### config.mk
export PLATFORM = sky130hd
export DESIGN_NAME = twrs_slave
export DESIGN_NICKNAME = d
export VERILOG_FILES = /design/src/hdl/twrs_pkg.sv /design/src/hdl/twrs_sync.sv /design/src/hdl/twrs_slave.sv
export VERILOG_INCLUDE_DIRS = /design/src /design/src/hdl
export SDC_FILE = /design/constraint.sdc
export NUM_CORES = 1
export LEC_CHECK = 0
export BUFFER_PORTS_ARGS = -buffer_cell sky130_fd_sc_hd__buf_2
export CORE_MARGIN = 1
export CORE_UTILIZATION = 52
export CTS_CLUSTER_DIAMETER = 150
export CTS_CLUSTER_SIZE = 8
export DETAILED_ROUTE_END_ITERATION = 12
export PLACE_DENSITY = 0.81
export SLEW_MARGIN = 10
export SYNTH_ARGS = -nofsm -noshare
export SYNTH_HDL_FRONTEND = slang
export SYNTH_HIERARCHICAL = 1
export SYNTH_SLANG_ARGS = --single-unit
### constraint.sdc
create_clock -name core_clk -period 4.6 [get_ports core_clk]
set_clock_uncertainty 0.15 [all_clocks]
set_input_delay 1.15 -clock core_clk [delete_from_list [all_inputs] [get_ports core_clk]]
set_output_delay 1.15 -clock core_clk [all_outputs]
set_load 0.1 [all_outputs]
### src/hdl/twrs_defs.svh
// constants for the two-wire register access slave
// assumes inclusion by bare name from any design file
`ifndef TWRS_DEFS_SVH
`define TWRS_DEFS_SVH

`define TWRS_ADDR_SEL_LOW  7'h48
`define TWRS_ADDR_SEL_HIGH 7'h5d
`define TWRS_REG_ADDR_RST  16'h0000
`define TWRS_BIT_LAST      3'h7
`define TWRS_BIT_FIRST     3'h0
`define TWRS_ADDR_STEP     16'h0001

`endif

### src/hdl/twrs_pkg.sv
// types of the two-wire register access slave
// assumes no surroundings beyond the compile order
package twrs_pkg;
  // gray codes along the address, reg-high, reg-low, data path
  typedef enum logic [2:0] {
    twrs_idle_type_s   = 3'h0,
    twrs_devaddr_s     = 3'h1,
    twrs_reg_hi_s      = 3'h3,
    twrs_reg_lo_s      = 3'h2,
    twrs_wr_data_s     = 3'h6,
    twrs_rd_data_s     = 3'h7,
    twrs_rd_ack_s      = 3'h5,
    twrs_ignore_s      = 3'h4
  } twrs_state_type;
endpackage

### src/hdl/twrs_sync.sv
// two-flop synchroniser with edge flags for the bus pins
// assumes asynchronous pin levels and a single core clock
module twrs_sync (
  input  wire logic core_clk,
  input  wire logic reset,
  input  wire logic pin_in,
  output logic      level,
  output logic      rise,
  output logic      fall
);
  logic meta;
  logic sync;
  logic prev;

  // first flop is read only by the second
  always_ff @(posedge core_clk or posedge reset) begin
    if (reset) begin
      meta <= 1'b1;
      sync <= 1'b1;
      prev <= 1'b1;
    end else begin
      meta <= pin_in;
      sync <= meta;
      prev <= sync;
    end
  end

  assign level = sync;
  assign rise  = sync & ~prev;
  assign fall  = ~sync & prev;
endmodule

### src/hdl/twrs_slave.sv
// two-wire register access slave: byte engine and register address
// assumes serial clock much slower than core_clk (40 MHz), external
// register store answering rd_data combinationally per address
`include "twrs_defs.svh"
module twrs_slave (
  input  wire logic        core_clk,
  input  wire logic        reset,
  input  wire logic        scl_in,
  input  wire logic        sda_in,
  output logic             sda_out,
  output logic             sda_oe,
  input  wire logic        addr_sel,
  output logic             wr_strobe,
  output logic [15:0]      wr_addr,
  output logic [7:0]       wr_data,
  output logic [15:0]      rd_addr,
  input  wire logic [7:0]  rd_data,
  output logic             busy
);
  // ***************************************************************
  // pin synchronisers
  // ***************************************************************
  logic scl;
  logic scl_rise;
  logic scl_fall;
  logic sda;
  logic sda_rise;
  logic sda_fall;
  logic sel_sync;

  twrs_sync scl_sync (
    .core_clk (core_clk),
    .reset    (reset),
    .pin_in   (scl_in),
    .level    (scl),
    .rise     (scl_rise),
    .fall     (scl_fall)
  );
  twrs_sync sda_sync (
    .core_clk (core_clk),
    .reset    (reset),
    .pin_in   (sda_in),
    .level    (sda),
    .rise     (sda_rise),
    .fall     (sda_fall)
  );
  twrs_sync sel_sync_i (
    .core_clk (core_clk),
    .reset    (reset),
    .pin_in   (addr_sel),
    .level    (sel_sync),
    .rise     (),
    .fall     ()
  );

  // start and stop only while the clock line is high
  logic start_cond;
  logic stop_cond;
  assign start_cond = sda_fall & scl;
  assign stop_cond  = sda_rise & scl;

  // ***************************************************************
  // byte engine
  // ***************************************************************
  twrs_pkg::twrs_state_type state;
  twrs_pkg::twrs_state_type next_state;
  logic [2:0]  bit_cnt;
  logic [2:0]  next_bit_cnt;
  logic [7:0]  shreg;
  logic [7:0]  next_shreg;
  logic        ack_phase;
  logic        next_ack_phase;
  logic        drive_low;
  logic        next_drive_low;
  logic        drive_en;
  logic        next_drive_en;
  logic [15:0] reg_addr;
  logic [15:0] next_reg_addr;
  logic [7:0]  addr_hi;
  logic [7:0]  next_addr_hi;
  logic        strobe;
  logic        next_strobe;
  logic [15:0] wa;
  logic [15:0] next_wa;
  logic [7:0]  wd;
  logic [7:0]  next_wd;
  logic [7:0]  next_byte;
  logic        addr_match;

  assign next_byte = {shreg[6:0], sda};
  // address select picks one of two 7-bit slave addresses
  assign addr_match = (next_byte[7:1] == (sel_sync ? `TWRS_ADDR_SEL_HIGH
                                                  : `TWRS_ADDR_SEL_LOW));

  // next-state logic: bits taken on clock rise, data driven on fall
  always_comb begin
    next_state     = state;
    next_bit_cnt   = bit_cnt;
    next_shreg     = shreg;
    next_ack_phase = ack_phase;
    next_drive_low = drive_low;
    next_drive_en  = drive_en;
    next_reg_addr  = reg_addr;
    next_addr_hi   = addr_hi;
    next_strobe    = 1'b0;
    next_wa        = wa;
    next_wd        = wd;
    if (stop_cond) begin
      // address held across stop for current-location reads
      next_state    = twrs_pkg::twrs_idle_type_s;
      next_drive_en = 1'b0;
      next_ack_phase = 1'b0;
    end else if (start_cond) begin
      // a restart keeps the loaded address for the read that follows
      next_state     = twrs_pkg::twrs_devaddr_s;
      next_bit_cnt   = `TWRS_BIT_FIRST;
      next_ack_phase = 1'b0;
      next_drive_en  = 1'b0;
    end else if (scl_rise && !ack_phase) begin
      case (state)
        twrs_pkg::twrs_devaddr_s,
        twrs_pkg::twrs_reg_hi_s,
        twrs_pkg::twrs_reg_lo_s,
        twrs_pkg::twrs_wr_data_s: begin
          next_shreg   = next_byte;
          next_bit_cnt = bit_cnt + 3'h1;
          if (bit_cnt == `TWRS_BIT_LAST) begin
            next_ack_phase = 1'b1;
            next_drive_low = 1'b1;
            case (state)
              twrs_pkg::twrs_devaddr_s: begin
                if (!addr_match) begin
                  next_state     = twrs_pkg::twrs_ignore_s;
                  next_ack_phase = 1'b0;
                end else if (next_byte[0]) begin
                  // read with no address phase uses current address
                  next_state = twrs_pkg::twrs_rd_data_s;
                end else begin
                  next_state = twrs_pkg::twrs_reg_hi_s;
                end
              end
              twrs_pkg::twrs_reg_hi_s: begin
                next_addr_hi = next_byte;
                next_state   = twrs_pkg::twrs_reg_lo_s;
              end
              twrs_pkg::twrs_reg_lo_s: begin
                next_reg_addr = {addr_hi, next_byte};
                next_state    = twrs_pkg::twrs_wr_data_s;
              end
              default: begin
                // store then step the address per byte
                next_strobe   = 1'b1;
                next_wa       = reg_addr;
                next_wd       = next_byte;
                next_reg_addr = reg_addr + `TWRS_ADDR_STEP;
              end
            endcase
          end
        end
        twrs_pkg::twrs_rd_data_s: begin
          next_bit_cnt = bit_cnt + 3'h1;
          if (bit_cnt == `TWRS_BIT_LAST) begin
            next_ack_phase = 1'b1;
            next_state     = twrs_pkg::twrs_rd_ack_s;
            next_reg_addr  = reg_addr + `TWRS_ADDR_STEP;
          end
        end
        default: begin
        end
      endcase
    end else if (scl_rise && ack_phase &&
                 state == twrs_pkg::twrs_rd_ack_s) begin
      // master ack keeps the read going, nack ends it
      next_ack_phase = 1'b0;
      next_state = sda ? twrs_pkg::twrs_ignore_s
                       : twrs_pkg::twrs_rd_data_s;
    end else if (scl_fall) begin
      if (state == twrs_pkg::twrs_rd_ack_s) begin
        // master owns this slot; ack_phase stays up until its clock rise
        next_drive_en = 1'b0;
      end else if (ack_phase && !drive_en) begin
        next_drive_en = drive_low;
      end else if (ack_phase && drive_en) begin
        // ack period over; release or start a read byte
        next_ack_phase = 1'b0;
        next_drive_en  = 1'b0;
        next_drive_low = 1'b0;
        if (state == twrs_pkg::twrs_rd_data_s) begin
          next_shreg    = {rd_data[6:0], 1'b0};
          next_drive_en = ~rd_data[7];
        end
      end else if (state == twrs_pkg::twrs_rd_data_s) begin
        if (bit_cnt == `TWRS_BIT_FIRST) begin
          next_shreg    = {rd_data[6:0], 1'b0};
          next_drive_en = ~rd_data[7];
        end else begin
          next_shreg    = {shreg[6:0], 1'b0};
          next_drive_en = ~shreg[7];
        end
      end else begin
        // release the line while the master sends its bits
        next_drive_en = 1'b0;
      end
    end
  end

  // registers of the byte engine
  always_ff @(posedge core_clk or posedge reset) begin
    if (reset) begin
      state     <= twrs_pkg::twrs_idle_type_s;
      bit_cnt   <= `TWRS_BIT_FIRST;
      shreg     <= 8'h00;
      ack_phase <= 1'b0;
      drive_low <= 1'b0;
      drive_en  <= 1'b0;
      reg_addr  <= `TWRS_REG_ADDR_RST;
      addr_hi   <= 8'h00;
      strobe    <= 1'b0;
      wa        <= `TWRS_REG_ADDR_RST;
      wd        <= 8'h00;
    end else begin
      state     <= next_state;
      bit_cnt   <= next_bit_cnt;
      shreg     <= next_shreg;
      ack_phase <= next_ack_phase;
      drive_low <= next_drive_low;
      drive_en  <= next_drive_en;
      reg_addr  <= next_reg_addr;
      addr_hi   <= next_addr_hi;
      strobe    <= next_strobe;
      wa        <= next_wa;
      wd        <= next_wd;
    end
  end

  // ***************************************************************
  // outputs
  // ***************************************************************
  // open drain: only ever pulls low
  assign sda_out   = 1'b0;
  assign sda_oe    = drive_en;
  assign wr_strobe = strobe;
  assign wr_addr   = wa;
  assign wr_data   = wd;
  assign rd_addr   = reg_addr;
  assign busy      = (state != twrs_pkg::twrs_idle_type_s);
endmodule

==> reports/summary.txt <==
Hold path depth: 0
Number of top-level pins: 57
Hpwl dp: 5.33 mm
R2R cell count: 5
Via density: 6.04
GRT met1 Usage: 32.1%
Startpoint class of the critical path: flip-flop
Row count: 30
RSZ-0062 raised after global routing: no
Slew Viols, Final: 0
Leakage: 2.06 nW
Core Box Area: 6870 um^2
GR peak layer: met2
Mapped Area: 3730 um^2
GRT Total Usage: 23.0%
Final Cell Area: 4220 um^2
P_int: 1.07 mW
First-pass GRT wire length: 13.2 mm
Reg-to-reg setup timing slack: 1920 ps
Worst Setup End Kind: output pin
Detailed Routing Iterations Pass 1: 5
HP Start: sda_sync/meta
DR iter-0 viols: 277
Buf+Inv Stages, Crit Path: 1
Num CTS Buffers: 9
R2R Path End: wr_data[4]
Worst slew pin tran: 836 ps
Synthesized Nets: 354
Initial cell density of the core: 54.3%
Power per cell area: 365 nW/um^2
CTS root buf: clkbuf_8
Hold Slack: 210 ps
Vias in the first global route: 2,696
Layout cells sized above 1: 35.5%
Gpl congestion: 0.867
Slew margin rel.: 44.2%
CTS Buffer Depth: 2
Fmax: 340 MHz
Clock Sinks: 74
Post-cts sizing count: 0
Post-DR wirelength/cell: 16.6 um
Fill cells: 573
Die Wd: 86.7 um
Max IR drop VDD: 0.253 mV
Hold Vio Cnt, Final: 0
R2r startpoint: sda_sync/level
M3 GR Usage: 5.90%
Antenna Nets Post-Route: 0
Post-CTS Setup Bufs: 0
DIE HEIGHT: 86.7 um
Setup violations, final: 0
WS Path Type: flip-flop to output pin
Setup TNS: 0 ps
Largest net degree at the start of global routing: 43
Max incr delay on CP: 550 ps
H-tree levels: 3
Vias: 2,910
Max-cap viol count: 0
Clock share of power: 34.5%
Number of port buffers: 55
HP Class: flip-flop to flip-flop
DP Area: 4020 um^2
Synth Warn #: 6
Run status: complete, no violations
GRT overflow: 0
Crit path max-delay family: flip-flops
# hold bufs at CTS: 0
Seq pwr share: 51.0%
Initial antenna violation count: 0
Clock slew seen by the registers of the worst setup and hold paths: 90 ps
Clock Latency Late Sink: 370 ps
Avg Cell Area, Syn: 11.1 um^2
Cells after Synth: 337
Final worst-path cycle share: 64.0%
Sw frac: 30.6%
CTS tree: yes
Psw: 0.473 mW
# DRC: 0
Hold Path End: sda_sync/level
Synth-to-layout area growth: 13.2%
Die ar.: 7520 um^2
Power share of the combinational group: 14.6%
CP arrival: 1640 ps
Final nets: 398
Diode count: 0
Crit-path slowest cell: dfrtp_1
Final min period: 2940 ps
Detailed Route WL: 8.03 mm
CP Cell Sequence: or3_1 -> buf_2
Worst EP required: 3300 ps
Routing usage on met2: 34.5%
Crit Path Max Fanout: 14
## per-layer routing
layer	share of wire, %	routed length [um]
met1	46	3680
met2	46	3660
met3	6.5	523
met4	2.1	169
met5	0	0
## cell usage in the layout, fill, tap and decap left out, types with 3 or more instances in the layout
master     instances
a21oi_1           22
a22oi_1            3
a2bb2oi_1         10
a31oi_1            3
and3_1             4
and4_1             3
buf_2             55
clkbuf_8           9
dfrtp_1           66
dfstp_2            8
ha_1               4
inv_1             10
mux2_2            46
mux2i_1            4
nand2_1           17
nand2b_1           5
nand3_1           18
nand4_1           10
nand4b_1           3
nor2_1            10
nor2b_1            6
o21a_1             3
o21ai_0           13
o22ai_1            6
## final cells by class
cell class / count / area, um^2 / area share (%)
multi-input combinational: 228 / 1700 / 40.3
sequential: 74 / 1860 / 44.1
clock inverter: 7 / 83.8 / 1.99
tap: 96 / 120 / 2.84
inverter: 11 / 41.3 / 0.978
timing repair buffer: 57 / 290 / 6.87
clock buffer: 9 / 124 / 2.93
## worst max-delay path by stage
stage                               from     endpoint  slack [ps]  cells past startpoint
after floorplan                    reset    ack_phase        1650                      1
after global placement    sda_sync/level  wr_addr[13]        1980                      5
after detailed placement  sda_sync/level   wr_data[2]        1940                      5
after CTS                       state[2]         busy        1650                      2
after global routing            state[1]         busy        1580                      2
final                           state[2]         busy        1660                      2
## stage by stage
stage | total power [mW] | utilization, % | worst slack, ps | instances
5_1_grt | 1.61 | 61.5 | 1580 | 482
2_1_floorplan | 0.947 | - | 1650 | 337
3_3_place_gp | 1.01 | 58.5 | 1980 | 466
4_1_cts | 1.55 | 61.5 | 1650 | 482
3_5_place_dp | 1.02 | 58.5 | 1940 | 466
6_report | 1.54 | 61.5 | 1660 | 482
## power by group through the flow
| stage | Clock (mW) | Sequential (mW) | Combinational [mW] |
|---|---|---|---|
| finish | 0.531 | 0.786 | 0.225 |
| global route | 0.568 | 0.795 | 0.249 |
| CTS | 0.538 | 0.784 | 0.226 |
| detailed placement | 0 | 0.798 | 0.225 |
| global placement | 0 | 0.795 | 0.217 |
| floorplan | 0 | 0.753 | 0.194 |
## flip-flops by register name, indices dropped and copies added, names as in the netlist, 3 cells and up
signal / flops
rd_addr: 16
wr_addr: 16
addr_hi: 8
shreg: 8
wr_data: 8
bit_cnt: 3
state: 3
Power figures use the tool's default switching activity.
